--- src/rtl/scrsel_pkg.sv ---
package scrsel_pkg;

   // Configured scrambler mode for one link direction.
   typedef enum logic [2:0] {
      SCRSEL_MODE_OFF = 3'h0,
      SCRSEL_MODE_AUTO = 3'h1,
      SCRSEL_MODE_RULE_A = 3'h2,
      SCRSEL_MODE_RULE_B = 3'h3,
      SCRSEL_MODE_V35 = 3'h4,
      SCRSEL_MODE_SELFSYNC = 3'h5,
      SCRSEL_MODE_ALT_V35 = 3'h6,
      SCRSEL_MODE_ALT_SELFSYNC = 3'h7
   } scrsel_mode_t;

   // Resolved scrambler type driven to the data path.
   typedef enum logic [2:0] {
      SCRSEL_TYPE_NONE = 3'h0,
      SCRSEL_TYPE_V35 = 3'h1,
      SCRSEL_TYPE_SELFSYNC = 3'h2,
      SCRSEL_TYPE_MUX_SYNC = 3'h3,
      SCRSEL_TYPE_RS_SYNC = 3'h4,
      SCRSEL_TYPE_RESERVED = 3'h5,
      SCRSEL_TYPE_SPARE = 3'h6,
      SCRSEL_TYPE_TURBO_SYNC = 3'h7
   } scrsel_type_t;

   localparam logic [2:0] SCRSEL_RESET_TYPE = 3'h0;
   localparam logic SCRSEL_RESET_INVERT = 1'b0;

endpackage

--- src/rtl/scrsel_resolve.sv ---
`timescale 1ns/1ps
// Combinational resolver for one link direction.
module scrsel_resolve (
   input wire logic [2:0] i_mode, // Configured mode.
   input wire logic i_turbo_product_code_enable, // Turbo coding on.
   input wire logic i_framing_mux_enable, // Framing multiplexer on.
   input wire logic i_reed_solomon_enable, // Reed-Solomon on.
   input wire logic i_auto_rule_set_b, // Auto uses the second rule set.
   output logic [2:0] o_type, // Resolved scrambler type.
   output logic o_invert // Data inversion request.
);

   // Applies one standard rule set to the mux and coding settings.
   function automatic logic [2:0] rule_set(input logic set_b, input logic mux,
                                           input logic rs);
      logic [2:0] t;
      t = scrsel_pkg::SCRSEL_TYPE_SELFSYNC;
      if (mux) begin
         t = scrsel_pkg::SCRSEL_TYPE_MUX_SYNC;
      end else if (rs && !set_b) begin
         t = scrsel_pkg::SCRSEL_TYPE_RS_SYNC;
      end
      return t;
   endfunction

   // Resolves the mode into a type and inversion.
   always_comb begin
      o_type = scrsel_pkg::SCRSEL_TYPE_NONE;
      o_invert = 1'b0;
      case (i_mode)
         scrsel_pkg::SCRSEL_MODE_AUTO: begin
            if (!i_turbo_product_code_enable) begin
               o_type = rule_set(i_auto_rule_set_b, i_framing_mux_enable,
                                 i_reed_solomon_enable);
            end else if (!i_framing_mux_enable) begin
               o_type = scrsel_pkg::SCRSEL_TYPE_TURBO_SYNC;
            end else begin
               // turbo with mux uses set A.
               o_type = rule_set(1'b0, i_framing_mux_enable, i_reed_solomon_enable);
            end
         end
         scrsel_pkg::SCRSEL_MODE_RULE_A: begin
            o_type = rule_set(1'b0, i_framing_mux_enable, i_reed_solomon_enable);
         end
         scrsel_pkg::SCRSEL_MODE_RULE_B: begin
            o_type = rule_set(1'b1, i_framing_mux_enable, i_reed_solomon_enable);
         end
         scrsel_pkg::SCRSEL_MODE_V35: begin
            o_type = scrsel_pkg::SCRSEL_TYPE_V35;
         end
         scrsel_pkg::SCRSEL_MODE_SELFSYNC: begin
            o_type = scrsel_pkg::SCRSEL_TYPE_SELFSYNC;
         end
         scrsel_pkg::SCRSEL_MODE_ALT_V35: begin
            o_type = scrsel_pkg::SCRSEL_TYPE_V35;
            o_invert = 1'b1;
         end
         scrsel_pkg::SCRSEL_MODE_ALT_SELFSYNC: begin
            o_type = scrsel_pkg::SCRSEL_TYPE_SELFSYNC;
            o_invert = 1'b1;
         end
         default: begin
            o_type = scrsel_pkg::SCRSEL_TYPE_NONE;
         end
      endcase
   end

endmodule // scrsel_resolve

--- src/rtl/scrsel_top.sv ---
`timescale 1ns/1ps
// Notes on behaviour
// - In auto mode without turbo coding, one of the two standard rule sets picks the type.
// - In auto mode with turbo coding and no multiplexer, the turbo sync scrambler is used.
// - In auto mode with turbo coding and the multiplexer, the first rule set applies.
// - Under the first set with no mux and no Reed-Solomon, self-sync scrambling is used.
// - Under the first set with only the mux, the mux sync scrambler is used.
// - Under the first set with only Reed-Solomon, the Reed-Solomon sync scrambler is used.
// - Under the first set with mux and Reed-Solomon, the mux sync scrambler is used.
// - The second set matches the first except that Reed-Solomon alone gives self-sync.
// - The fixed modes always use their own scrambler, V.35 or self-synchronizing.
// - The alternate modes also invert the data.
// - Transmit and receive modes are separate settings resolved separately.
module scrsel_top (
   input wire logic i_clk, // System clock, 50 MHz.
   input wire logic i_rst_b, // Asynchronous reset, active low.
   input wire logic [2:0] i_tx_mode, // Transmit scrambler mode.
   input wire logic [2:0] i_rx_mode, // Receive descrambler mode.
   input wire logic i_turbo_product_code_enable, // Turbo coding enabled.
   input wire logic i_framing_mux_enable, // Framing multiplexer enabled.
   input wire logic i_reed_solomon_enable, // Reed-Solomon enabled.
   input wire logic i_auto_rule_set_b, // Auto picks second rule set.
   output logic [2:0] o_tx_type, // Transmit scrambler type.
   output logic o_tx_invert, // Transmit data inversion.
   output logic [2:0] o_rx_type, // Receive descrambler type.
   output logic o_rx_invert // Receive data inversion.
);

   logic [2:0] tx_type_c;
   logic [2:0] rx_type_c;
   logic tx_inv_c;
   logic rx_inv_c;
   logic [2:0] tx_type_d, tx_type_q, rx_type_d, rx_type_q;
   logic tx_inv_d, tx_inv_q, rx_inv_d, rx_inv_q;

   scrsel_resolve u_tx (
      .i_mode(i_tx_mode),
      .i_turbo_product_code_enable(i_turbo_product_code_enable),
      .i_framing_mux_enable(i_framing_mux_enable),
      .i_reed_solomon_enable(i_reed_solomon_enable),
      .i_auto_rule_set_b(i_auto_rule_set_b),
      .o_type(tx_type_c),
      .o_invert(tx_inv_c)
   );

   scrsel_resolve u_rx (
      .i_mode(i_rx_mode),
      .i_turbo_product_code_enable(i_turbo_product_code_enable),
      .i_framing_mux_enable(i_framing_mux_enable),
      .i_reed_solomon_enable(i_reed_solomon_enable),
      .i_auto_rule_set_b(i_auto_rule_set_b),
      .o_type(rx_type_c),
      .o_invert(rx_inv_c)
   );

   // Next values of the registered selections.
   always_comb begin
      tx_type_d = tx_type_c;
      rx_type_d = rx_type_c;
      tx_inv_d = tx_inv_c;
      rx_inv_d = rx_inv_c;
   end

   // Registers the selections so outputs come from flip-flops.
   always_ff @(posedge i_clk or negedge i_rst_b) begin
      if (!i_rst_b) begin
         tx_type_q <= scrsel_pkg::SCRSEL_RESET_TYPE;
         rx_type_q <= scrsel_pkg::SCRSEL_RESET_TYPE;
         tx_inv_q <= scrsel_pkg::SCRSEL_RESET_INVERT;
         rx_inv_q <= scrsel_pkg::SCRSEL_RESET_INVERT;
      end else begin
         tx_type_q <= tx_type_d;
         rx_type_q <= rx_type_d;
         tx_inv_q <= tx_inv_d;
         rx_inv_q <= rx_inv_d;
      end
   end

   assign o_tx_type = tx_type_q;
   assign o_rx_type = rx_type_q;
   assign o_tx_invert = tx_inv_q;
   assign o_rx_invert = rx_inv_q;

   // turbo sync in auto without mux.
   a_turbo_sync_sel: assert property (@(posedge i_clk) disable iff (!i_rst_b)
      (i_tx_mode == scrsel_pkg::SCRSEL_MODE_AUTO && i_turbo_product_code_enable
       && !i_framing_mux_enable) |=> o_tx_type == scrsel_pkg::SCRSEL_TYPE_TURBO_SYNC)
      else $error("Turbo sync scrambler not selected.");

   // turbo with mux gives mux sync.
   a_turbo_mux_sel: assert property (@(posedge i_clk) disable iff (!i_rst_b)
      (i_rx_mode == scrsel_pkg::SCRSEL_MODE_AUTO && i_turbo_product_code_enable
       && i_framing_mux_enable) |=> o_rx_type == scrsel_pkg::SCRSEL_TYPE_MUX_SYNC)
      else $error("Turbo with mux did not use first rule set.");

   a_set_a_plain: assert property (@(posedge i_clk) disable iff (!i_rst_b)
      (i_tx_mode == scrsel_pkg::SCRSEL_MODE_RULE_A && !i_framing_mux_enable
       && !i_reed_solomon_enable) |=> o_tx_type == scrsel_pkg::SCRSEL_TYPE_SELFSYNC)
      else $error("First set without options not self-sync.");

   a_mux_sync_sel: assert property (@(posedge i_clk) disable iff (!i_rst_b)
      ((i_tx_mode == scrsel_pkg::SCRSEL_MODE_RULE_A
        || i_tx_mode == scrsel_pkg::SCRSEL_MODE_RULE_B) && i_framing_mux_enable)
      |=> o_tx_type == scrsel_pkg::SCRSEL_TYPE_MUX_SYNC)
      else $error("Mux sync scrambler not selected.");

   a_set_a_rs: assert property (@(posedge i_clk) disable iff (!i_rst_b)
      (i_rx_mode == scrsel_pkg::SCRSEL_MODE_RULE_A && !i_framing_mux_enable
       && i_reed_solomon_enable) |=> o_rx_type == scrsel_pkg::SCRSEL_TYPE_RS_SYNC)
      else $error("Reed-Solomon sync scrambler not selected.");

   a_set_b_rs: assert property (@(posedge i_clk) disable iff (!i_rst_b)
      (i_rx_mode == scrsel_pkg::SCRSEL_MODE_RULE_B && !i_framing_mux_enable
       && i_reed_solomon_enable) |=> o_rx_type == scrsel_pkg::SCRSEL_TYPE_SELFSYNC)
      else $error("Second set with Reed-Solomon not self-sync.");

   a_auto_default: assert property (@(posedge i_clk) disable iff (!i_rst_b)
      (i_tx_mode == scrsel_pkg::SCRSEL_MODE_AUTO && !i_turbo_product_code_enable
       && !i_auto_rule_set_b && !i_framing_mux_enable && i_reed_solomon_enable)
      |=> o_tx_type == scrsel_pkg::SCRSEL_TYPE_RS_SYNC)
      else $error("Auto mode did not default to first set.");

   a_fixed_v35: assert property (@(posedge i_clk) disable iff (!i_rst_b)
      (i_tx_mode == scrsel_pkg::SCRSEL_MODE_V35)
      |=> o_tx_type == scrsel_pkg::SCRSEL_TYPE_V35 && !o_tx_invert)
      else $error("Fixed V.35 mode not honoured.");

   a_alt_invert: assert property (@(posedge i_clk) disable iff (!i_rst_b)
      $past(i_rst_b)
      |-> o_rx_invert == ($past(i_rx_mode) == scrsel_pkg::SCRSEL_MODE_ALT_V35
                          || $past(i_rx_mode) == scrsel_pkg::SCRSEL_MODE_ALT_SELFSYNC))
      else $error("Receive inversion does not match mode.");

   // receive unaffected by transmit mode change.
   a_dir_indep: assert property (@(posedge i_clk) disable iff (!i_rst_b)
      ($past(i_rst_b) && $stable(i_rx_mode) && $stable(i_turbo_product_code_enable)
       && $stable(i_framing_mux_enable) && $stable(i_reed_solomon_enable)
       && $stable(i_auto_rule_set_b) && $changed(i_tx_mode))
      |=> $stable(o_rx_type))
      else $error("Receive type moved with transmit mode.");

   a_rx_turbo_sync: assert property (@(posedge i_clk) disable iff (!i_rst_b)
      (i_rx_mode == scrsel_pkg::SCRSEL_MODE_AUTO
       && i_turbo_product_code_enable
       && !i_framing_mux_enable)
      |=> o_rx_type == scrsel_pkg::SCRSEL_TYPE_TURBO_SYNC)
      else $error("Receive turbo sync scrambler not selected.");

   a_tx_turbo_mux: assert property (@(posedge i_clk) disable iff (!i_rst_b)
      (i_tx_mode == scrsel_pkg::SCRSEL_MODE_AUTO
       && i_turbo_product_code_enable
       && i_framing_mux_enable)
      |=> o_tx_type == scrsel_pkg::SCRSEL_TYPE_MUX_SYNC)
      else $error("Transmit turbo with mux did not use first rule set.");

   a_rx_set_a_plain: assert property (@(posedge i_clk) disable iff (!i_rst_b)
      (i_rx_mode == scrsel_pkg::SCRSEL_MODE_RULE_A
       && !i_framing_mux_enable
       && !i_reed_solomon_enable)
      |=> o_rx_type == scrsel_pkg::SCRSEL_TYPE_SELFSYNC)
      else $error("Receive first set without options not self-sync.");

   a_tx_set_a_mux: assert property (@(posedge i_clk) disable iff (!i_rst_b)
      (i_tx_mode == scrsel_pkg::SCRSEL_MODE_RULE_A
       && i_framing_mux_enable
       && !i_reed_solomon_enable)
      |=> o_tx_type == scrsel_pkg::SCRSEL_TYPE_MUX_SYNC)
      else $error("Transmit first set with mux not mux sync.");

   a_rx_set_a_mux: assert property (@(posedge i_clk) disable iff (!i_rst_b)
      (i_rx_mode == scrsel_pkg::SCRSEL_MODE_RULE_A
       && i_framing_mux_enable
       && !i_reed_solomon_enable)
      |=> o_rx_type == scrsel_pkg::SCRSEL_TYPE_MUX_SYNC)
      else $error("Receive first set with mux not mux sync.");

   a_tx_set_a_rs: assert property (@(posedge i_clk) disable iff (!i_rst_b)
      (i_tx_mode == scrsel_pkg::SCRSEL_MODE_RULE_A
       && !i_framing_mux_enable
       && i_reed_solomon_enable)
      |=> o_tx_type == scrsel_pkg::SCRSEL_TYPE_RS_SYNC)
      else $error("Transmit Reed-Solomon sync scrambler not selected.");

   a_tx_set_a_both: assert property (@(posedge i_clk) disable iff (!i_rst_b)
      (i_tx_mode == scrsel_pkg::SCRSEL_MODE_RULE_A
       && i_framing_mux_enable
       && i_reed_solomon_enable)
      |=> o_tx_type == scrsel_pkg::SCRSEL_TYPE_MUX_SYNC)
      else $error("Transmit mux with Reed-Solomon not mux sync.");

   a_rx_set_a_both: assert property (@(posedge i_clk) disable iff (!i_rst_b)
      (i_rx_mode == scrsel_pkg::SCRSEL_MODE_RULE_A
       && i_framing_mux_enable
       && i_reed_solomon_enable)
      |=> o_rx_type == scrsel_pkg::SCRSEL_TYPE_MUX_SYNC)
      else $error("Receive mux with Reed-Solomon not mux sync.");

   a_tx_set_b_rs: assert property (@(posedge i_clk) disable iff (!i_rst_b)
      (i_tx_mode == scrsel_pkg::SCRSEL_MODE_RULE_B
       && !i_framing_mux_enable
       && i_reed_solomon_enable)
      |=> o_tx_type == scrsel_pkg::SCRSEL_TYPE_SELFSYNC)
      else $error("Transmit second set with Reed-Solomon not self-sync.");

   a_tx_set_b_plain: assert property (@(posedge i_clk) disable iff (!i_rst_b)
      (i_tx_mode == scrsel_pkg::SCRSEL_MODE_RULE_B
       && !i_framing_mux_enable
       && !i_reed_solomon_enable)
      |=> o_tx_type == scrsel_pkg::SCRSEL_TYPE_SELFSYNC)
      else $error("Transmit second set without options not self-sync.");

   a_rx_set_b_mux: assert property (@(posedge i_clk) disable iff (!i_rst_b)
      (i_rx_mode == scrsel_pkg::SCRSEL_MODE_RULE_B
       && i_framing_mux_enable)
      |=> o_rx_type == scrsel_pkg::SCRSEL_TYPE_MUX_SYNC)
      else $error("Receive second set with mux not mux sync.");

   // auto takes second set on request.
   a_auto_set_b: assert property (@(posedge i_clk) disable iff (!i_rst_b)
      (i_tx_mode == scrsel_pkg::SCRSEL_MODE_AUTO
       && !i_turbo_product_code_enable
       && i_auto_rule_set_b
       && !i_framing_mux_enable
       && i_reed_solomon_enable)
      |=> o_tx_type == scrsel_pkg::SCRSEL_TYPE_SELFSYNC)
      else $error("Auto mode did not follow the second set.");

   // receive auto defaults to first set.
   a_rx_auto_default: assert property (@(posedge i_clk) disable iff (!i_rst_b)
      (i_rx_mode == scrsel_pkg::SCRSEL_MODE_AUTO
       && !i_turbo_product_code_enable
       && !i_auto_rule_set_b
       && !i_framing_mux_enable
       && i_reed_solomon_enable)
      |=> o_rx_type == scrsel_pkg::SCRSEL_TYPE_RS_SYNC)
      else $error("Receive auto mode did not default to first set.");

   // auto without turbo follows a set.
   a_auto_no_turbo: assert property (@(posedge i_clk) disable iff (!i_rst_b)
      (i_rx_mode == scrsel_pkg::SCRSEL_MODE_AUTO
       && !i_turbo_product_code_enable
       && i_framing_mux_enable)
      |=> o_rx_type == scrsel_pkg::SCRSEL_TYPE_MUX_SYNC)
      else $error("Auto mode without turbo ignored the rule set.");

   a_tx_fixed_selfsync: assert property (@(posedge i_clk) disable iff (!i_rst_b)
      (i_tx_mode == scrsel_pkg::SCRSEL_MODE_SELFSYNC)
      |=> o_tx_type == scrsel_pkg::SCRSEL_TYPE_SELFSYNC && !o_tx_invert)
      else $error("Transmit fixed self-sync mode not honoured.");

   a_rx_fixed_v35: assert property (@(posedge i_clk) disable iff (!i_rst_b)
      (i_rx_mode == scrsel_pkg::SCRSEL_MODE_V35)
      |=> o_rx_type == scrsel_pkg::SCRSEL_TYPE_V35 && !o_rx_invert)
      else $error("Receive fixed V.35 mode not honoured.");

   a_rx_fixed_selfsync: assert property (@(posedge i_clk) disable iff (!i_rst_b)
      (i_rx_mode == scrsel_pkg::SCRSEL_MODE_SELFSYNC)
      |=> o_rx_type == scrsel_pkg::SCRSEL_TYPE_SELFSYNC && !o_rx_invert)
      else $error("Receive fixed self-sync mode not honoured.");

   a_alt_v35_type: assert property (@(posedge i_clk) disable iff (!i_rst_b)
      (i_tx_mode == scrsel_pkg::SCRSEL_MODE_ALT_V35)
      |=> o_tx_type == scrsel_pkg::SCRSEL_TYPE_V35)
      else $error("Transmit alternate V.35 mode lost its scrambler.");

   a_alt_selfsync_type: assert property (@(posedge i_clk) disable iff (!i_rst_b)
      (i_rx_mode == scrsel_pkg::SCRSEL_MODE_ALT_SELFSYNC)
      |=> o_rx_type == scrsel_pkg::SCRSEL_TYPE_SELFSYNC)
      else $error("Receive alternate self-sync mode lost its scrambler.");

   // transmit inversion exactly in alternate modes.
   // The first edge after reset still shows the reset value, so the check waits one edge.
   a_tx_alt_invert: assert property (@(posedge i_clk) disable iff (!i_rst_b)
      $past(i_rst_b)
      |-> o_tx_invert == ($past(i_tx_mode) == scrsel_pkg::SCRSEL_MODE_ALT_V35
                          || $past(i_tx_mode) == scrsel_pkg::SCRSEL_MODE_ALT_SELFSYNC))
      else $error("Transmit inversion does not match mode.");

   // transmit unaffected by receive mode change.
   a_tx_dir_indep: assert property (@(posedge i_clk) disable iff (!i_rst_b)
      ($past(i_rst_b) && $stable(i_tx_mode) && $stable(i_turbo_product_code_enable)
       && $stable(i_framing_mux_enable) && $stable(i_reed_solomon_enable)
       && $stable(i_auto_rule_set_b) && $changed(i_rx_mode))
      |=> $stable(o_tx_type))
      else $error("Transmit type moved with receive mode.");

endmodule // scrsel_top

--- config.mk ---
export PLATFORM = sky130hd
export DESIGN_NAME = scrsel_top
export DESIGN_NICKNAME = d
export VERILOG_FILES = /design/src/rtl/scrsel_pkg.sv /design/src/rtl/scrsel_resolve.sv /design/src/rtl/scrsel_top.sv
export SDC_FILE = /design/constraint.sdc
export NUM_CORES = 1
export LEC_CHECK = 0
export BUFFER_PORTS_ARGS = -buffer_cell sky130_fd_sc_hd__buf_2
export CORE_AREA = 2 2 39 41
export CTS_CLUSTER_DIAMETER = 50
export DETAILED_ROUTE_END_ITERATION = 8
export DIE_AREA = 0 0 41 43
export MAX_ROUTING_LAYER = met4
export SLEW_MARGIN = 5
export SYNTH_ARGS = -nofsm -noshare
export SYNTH_HDL_FRONTEND = slang
export SYNTH_HIERARCHICAL = 1
export SYNTH_SLANG_ARGS = --single-unit
--- constraint.sdc ---
create_clock -name i_clk -period 0.8 [get_ports i_clk]
set_clock_uncertainty 0.2 [all_clocks]
set_input_delay 0.12 -clock i_clk [delete_from_list [all_inputs] [get_ports i_clk]]
set_output_delay 0.12 -clock i_clk [all_outputs]
set_load 0.05 [all_outputs]
======== Yosys cells after proc, flatten, opt, wreduce, memory -nomap -nowiden ========
Index checks and enable logic that the tools add are counted.
Widths: inputs -> output; s select.
storage, ports and cells
  bits of input ports ..................... 12
  output and inout bits ................... 8
  register bits after elaboration ......... 8
  logic and storage cells ................. 37
operators by class
  mux-type cells .......................... 11
  equal/unequal tests ..................... 14
  reduce and logical (&&, ||, !) cells .... 8
operator list
  kind                count
  $pmux 3 s5          2
  $eq 3x3->1 const B  8
  $mux 3              6
  $eq 3x2->1 const B  4
  $reduce_or 2->1     6
  $eq 3x1->1 const B  2
  $mux 1              3
  $logic_and 1x1->1   1
  $logic_not 1->1     1

======== Depth between registers and ports, before layout ========
Gate-level depths: netlist of run 1.
  depth after elaboration ................. 6
  gate-level depth with buffers ........... 3

======== Modules after synthesis ========
The synthesis of run 1 kept the hierarchy.
modules (own cells, without submodules)
  module          cells an instance  instances  area each (sq um)
  scrsel_top      8                  1          200.2
  scrsel_resolve  14                 2          98.8

======== Worst setup path before layout of run 1 ========
OpenSTA, ideal clock, no wires.
  path type ............................... in2reg
  from .................................... input port i_auto_rule_set_b
  to ...................................... register rx_type_q[1], in the netlist o_rx_type[1]
  buffers on the path ..................... 0
  data arrival time ....................... 0.735 ns
  stages on the path ...................... 3
  path slack .............................. -0.256 ns
  required time ........................... 0.479 ns
  cell sequence ........................... nand2b_1 > o41a_1 > o22a_1
on the way
  cells in the longest elaborated chain, start to end .. 6
ends and longest elaborated chain
  what                    line                  text
  start: declaration      scrsel_top.sv:22      input wire logic i_auto_rule_set_b,
  $logic_not 1->1         scrsel_resolve.sv:20  end else if (rs && !set_b) begin
  $logic_and 1x1->1       scrsel_resolve.sv:20
  $mux 3                  scrsel_resolve.sv:20
  $mux 3 (2 in a row)     -
  $pmux 3 s5              scrsel_resolve.sv:30  case (i_mode)
  named net rx_type_c[1]  scrsel_top.sv:30      logic [2:0] rx_type_c;
  end signal: assignment  scrsel_top.sv:68      rx_type_q <= scrsel_pkg::SCRSEL_RESET_TYPE;
  end signal: assignment  scrsel_top.sv:73      rx_type_q <= rx_type_d;
  end: declaration        scrsel_top.sv:33      logic [2:0] tx_type_d, tx_type_q, rx_type_d, rx_type_q;
The timed path passes the listed nets, and every way through them passes these cells.

======== Final worst setup path of run 1 ========
  from .................................... register tx_inv_q, in the netlist o_tx_invert
  to ...................................... output port o_tx_invert
RTL lines
  what                      line              text
  start: declaration        scrsel_top.sv:34  logic tx_inv_d, tx_inv_q, rx_inv_d, rx_inv_q;
  start signal: assignment  scrsel_top.sv:69  tx_inv_q <= scrsel_pkg::SCRSEL_RESET_INVERT;
  start signal: assignment  scrsel_top.sv:74  tx_inv_q <= tx_inv_d;
  end: declaration          scrsel_top.sv:24  output logic o_tx_invert,
No word-level cell between the ends.

==> flow_summary.ini, run 1 <==
[route]
wl_met1_um = 359
top_layer_used = met4
drc_errors = 0
dr_wl_met2_um = 505
ant_nets = 0
first_pass_iters = 4
avgRoutedWirePerCell_um = 11.2
met3_length_um = 55
wl_um = 933
vias_per_cell = 4.67
first_iter_violations = 3
vias = 388

[yosys]
yosysSeqAreaShare_pct = 50.3
synth-edff-count = 0
synth_nets = 48
synth_area_leaders = dfrtp_1 50%, a211oi_2 6.3%, inv_1 5.7%
synth_area_um2 = 398
synth.avg_cell_area_um2 = 11.1
ys_ff_latch = 8
yosysMostFrequentCell = dfrtp_1
synth_ff_type = dfrtp_1
synthCells = 36
synth_top_area_share_pct = 50.3
async_flop_share_pct = 100
yosys.area.top_type = dfrtp_1
synthTopCellsByCount = 8 x dfrtp_1, 6 x inv_1
ys_types = 13
yosys_warnings = 6

[global_routing]
track_usage_pct = 13.0
first_global_vias = 351
grt_max_degree = 9
grt_pass1_wl_um = 1470
antenna_found_initial = 0
grt-ovfl-total = 0

[sta]
fin_hold_ws_ns = -0.0337
rsz0062_at_grt = true
period_share_pct = 139
drv_slew = 0
fin_tns_setup_ns = -2.76
setup_viol = 12
setup_ws_ns = -0.313
max_slew_margin_pct = 89.0
period_minus_slack_ns = 1.11
worst_slew_pin_slew_ns = 0.160
hold_violations = 6
max_freq_mhz = 898

[placement]
port-buffer-count = 19
gp_congestion = 0.858
post-place-ws_ns = -0.400

[pwr]
power_density_nw_per_um2 = 1580
total_power_mw = 1.09
p_leak_nw = 0.338
netSwitchingPower_mw = 0.318
clkPwrFrac_pct = 28.5
ir_worst_vdd_mv = 0.413
combPwrFrac_pct = 30.5
switching_share_pct = 29.2
p_seq_share_pct = 41.1
cell_internal_pwr_mw = 0.771

[cts]
numCtsBuffers = 3
cts_hold_buf = 1
clock_path_buffers = 2
htree_levels = 1
cts-root-buf = clkbuf_4
clk_pin_slew_ns = 0.05
clock_sinks = 8
post-cts-setup-buffers = 0
cts_tree = yes

[critical_path]
cp_slowest_cell = dfrtp_2
slowest_delay_ns = 0.40
crit_chain = buf_6
crit_type = register to primary output
crit_family = flip-flops
crit_required_ns = 0.48
cp.arrival_ns = 0.79
worstPathMaxFanout = 1
cp-end-kind = primary output
start_kind = register
crit_buf_inv = 1

[floorplan]
initial_core_util_pct = 28.8
die_x_um = 41
coreArea_um2 = 1380
row_count = 14
die_h_um = 43
io_pins = 20
dieArea_um2 = 1760

[run_status]
violations = negative hold slack, negative setup slack
status = complete, but fails checks

[hold_path]
hp-class = primary input to register

[final_layout]
drive_above_1_share_pct = 61.2
regArea_um2 = 208
n_fill_cell = 131
area_growth_pct = 73.0
antenna_cells = 0
multiInputGateArea_um2 = 190
final_nets = 80

[job]
cap_viol_max_count = 0
==> power groups by stage <==
stage,Combinational (mW),Clock [mW],Sequential [mW]
after detailed placement,0.289,0,0.447
after global placement,0.286,0,0.445
after floorplan,0.0648,0,0.544
after CTS,0.330,0.329,0.447
final,0.331,0.310,0.447
after global routing,0.356,0.352,0.449
==> path summary, 6_finish.rpt <==
path / from / depth (start not counted) / end / slack, ns
worst min-delay path: i_tx_mode[2] / 3 / o_tx_type[2]$_DFF_PN0_ / -0.03
max in group asynchronous: i_rst_b / 2 / o_rx_invert$_DFF_PN0_ / 0.18
worst max-delay path: o_tx_invert$_DFF_PN0_ / 1 / o_tx_invert / -0.31
min in group asynchronous: i_rst_b / 2 / o_rx_type[0]$_DFF_PN0_ / 0.04
==> kinds of logic after synthesis <==
logic type / synth area share (%)
multiplexers: 5.03
AND/OR/NAND/NOR: 12.6
buffers and inverters: 5.66
flip-flops: 50.3
AO/OA/AOI/OAI: 26.4
==> what timing repair did <==
action                     CTS  global route
setup endpoints to repair   12            12
hold endpoints to repair    14             5
gates resized for setup     18             2
==> state kept, by name, indices dropped and copies added (netlist names) <==
| signal | count |
|---|---|
| o_rx_type | 3 |
| o_rx_invert | 1 |
| o_tx_type | 3 |
| o_tx_invert | 1 |
==> cell type report <==
| cell class | instances | area share [%] |
|---|---|---|
| Timing Repair Buffer | 27 | 32.2 |
| Sequential cell | 8 | 30.2 |
| Multi-Input combinational cell | 22 | 27.6 |
| Clock buffer | 4 | 3.82 |
| Inverter | 6 | 3.27 |
| Tap cell | 16 | 2.91 |
==> cell usage in the layout, fill, tap and decap left out <==
cell | Yosys | final
buf_6 | 0 | 9
buf_4 | 0 | 9
buf_2 | 0 | 7
dfrtp_2 | 0 | 6
inv_1 | 6 | 6
clkbuf_4 | 0 | 4
dfrtp_1 | 8 | 2
nor2b_1 | 2 | 2
o22ai_1 | 2 | 2
mux2i_1 | 2 | 2
nand2b_4 | 0 | 2
o41a_1 | 2 | 2
a21oi_1 | 2 | 2
o22a_1 | 2 | 2
nand3_1 | 2 | 2
a211o_1 | 2 | 2
a211oi_2 | 2 | 2
and2_2 | 2 | 2
clkbuf_1 | 0 | 1
dlygate4sd3_1 | 0 | 1
==> through the flow <==
step	instances	utilization (%)	area, µm²
final	83	49.7	688
after detailed placement	78	42.5	588
after global routing	83	49.7	688
after global placement	78	42.5	588
after floorplan	36	-	420
after CTS	83	49.4	683
==> layer usage <==
| layer | global-route usage, % | vias to the layer above |
|---|---|---|
| li1 | - | 194 |
| met1 | 13.4 | 179 |
| met2 | 20.9 | 13 |
| met3 | 1.57 | 2 |
| met4 | 10.0 | 0 |
| met5 | - | - |
No activity file was read; power rests on OpenSTA's default activity.
==> run 2, diff against run 1 <==
Settings changed: CORE_AREA 2 2 39 41 to 5 5 42 44, DIE_AREA 0 0 41 43 to 0 0 47 49.
==> run 2 against run 1 <==
Against the previous run:
- critical path type unchanged
- clock-buffer cell count is the same
- cell area grew 3.8%
- flip-flop and latch count is the same
- critical path depth is the same
- combinational power grew 3%
- sequential share of layout area shrank 1.1 points
- critical endpoint unchanged
- largest cell class unchanged
- fmax is essentially flat
- routed wire length shrank 8.5%
- non-clock buffer count grew 3
- power grew 1.1%
- the run still ends with negative hold slack, negative setup slack left
- global-route usage shrank 4.5 points
- die area grew 31%
==> flow_summary.ini, run 2 (synthesis results as in run 1) <==
[sta]
fin_tns_setup_ns = -2.71
setup_viol = 12
worst_slew_pin_slew_ns = 0.132
period_share_pct = 139
max_freq_mhz = 897
setup_ws_ns = -0.315
max_slew_margin_pct = 91.0
period_minus_slack_ns = 1.11
fin_hold_ws_ns = -0.0501
rsz0062_at_grt = true
hold_violations = 6
drv_slew = 0

[critical_path]
crit_family = flip-flops
slowest_delay_ns = 0.40
worstPathMaxFanout = 1
cp_slowest_cell = dfrtp_2
start_kind = register
crit_buf_inv = 1
crit_type = register to primary output
crit_required_ns = 0.48
cp.arrival_ns = 0.79
cp-end-kind = primary output
crit_chain = buf_6

[job]
cap_viol_max_count = 0

[pwr]
power_density_nw_per_um2 = 1540
p_leak_nw = 0.353
ir_worst_vdd_mv = 0.534
total_power_mw = 1.10

[final_layout]
final_cell_mix = 11 x buf_4, 10 x buf_6, 7 x buf_2
area_growth_pct = 79.6
antenna_cells = 0
final_common_cell = buf_4
fin_area_um2 = 714
final_nets = 83
drive_above_1_share_pct = 62.9

[route]
drc_errors = 0
ant_nets = 0
first_pass_iters = 4
dr_wl_met2_um = 409
wl_met1_um = 346
avgRoutedWirePerCell_um = 9.93
top_layer_used = met4
vias = 398
met3_length_um = 75
vias_per_cell = 4.63
wl_um = 854
first_iter_violations = 3

[floorplan]
die_h_um = 49
coreArea_um2 = 1400
row_count = 14
dieArea_um2 = 2300
die_x_um = 47
initial_core_util_pct = 28.4
io_pins = 20

[cts]
cts_hold_buf = 1
htree_levels = 1
cts_tree = yes
clk_pin_slew_ns = 0.05
clock_path_buffers = 2
numCtsBuffers = 3
cts-root-buf = clkbuf_4
post-cts-setup-buffers = 0
clock_sinks = 8

[placement]
dpl.hpwl_um = 723
post-place-ws_ns = -0.390
port-buffer-count = 19
gp_congestion = 0.754
postPlaceCellArea_um2 = 611

[global_routing]
track_usage_pct = 8.57
antenna_found_initial = 0
grt_pass1_wl_um = 1420
grt-ovfl-total = 0
grt_max_degree = 9
first_global_vias = 384

[run_status]
violations = negative hold slack, negative setup slack
status = complete, but fails checks

[hold_path]
hp-class = primary input to register
-- run 2: cell types whose count changed in the layout (fill, tap and decap cells not counted) --
cell | previous run | this run
buf_6 | 9 | 10
buf_4 | 9 | 11
-- run 2: what timing repair did --
action | CTS | global route
gates resized for setup | 17 | 4
endpoints found under the setup margin | 12 | 12
pin swaps | 0 | 0
hold endpoints to repair | 14 | 3
-- run 2: path summary, 6_finish.rpt --
kind / end / from / slack [ns] / cells after the start
min in group asynchronous: o_rx_invert$_DFF_PN0_ / i_rst_b / 0.03 / 2
hold / removal: o_rx_type[2]$_DFF_PN0_ / i_framing_mux_enable / -0.05 / 3
max in group asynchronous: o_tx_type[2]$_DFF_PN0_ / i_rst_b / 0.20 / 2
setup / recovery: o_tx_invert / o_tx_invert$_DFF_PN0_ / -0.31 / 1
-- run 2: where the power goes --
part	internal (mW)	total, mW	switching, mW
registers	0.434	0.446	0.0118
logic	0.157	0.341	0.184
clock network	0.190	0.314	0.124
-- run 2: metal layers --
layer	vias up	track usage, %
li1	201	-
met1	179	10.3
met2	16	12.9
met3	2	0
met4	0	6.91
met5	-	-
-- run 2: cell type report --
cell class	instances	area, µm²
sequential	8	208
clock buffer	4	26.3
multi-input combinational	22	190
timing repair buffer	30	248
inverter	6	22.5
fill	133	687
tap	16	20.0
-- run 2: metrics by stage --
stage / cells / util (%) / hold WS [ns]
after detailed placement: 81 / 43.6 / -0.240
after CTS: 86 / 50.2 / -0.0524
final: 86 / 51.0 / -0.0501
after global placement: 81 / 43.6 / -0.235
after global routing: 86 / 51.0 / -0.0325
after floorplan: 36 / - / -0.376
-- run 2: tightest hold or removal path, delay by kind of cell --
kind,cells,cell delay (ns)
AO/OA/AOI/OAI,1,0.04
buffers and inverters,2,0.21
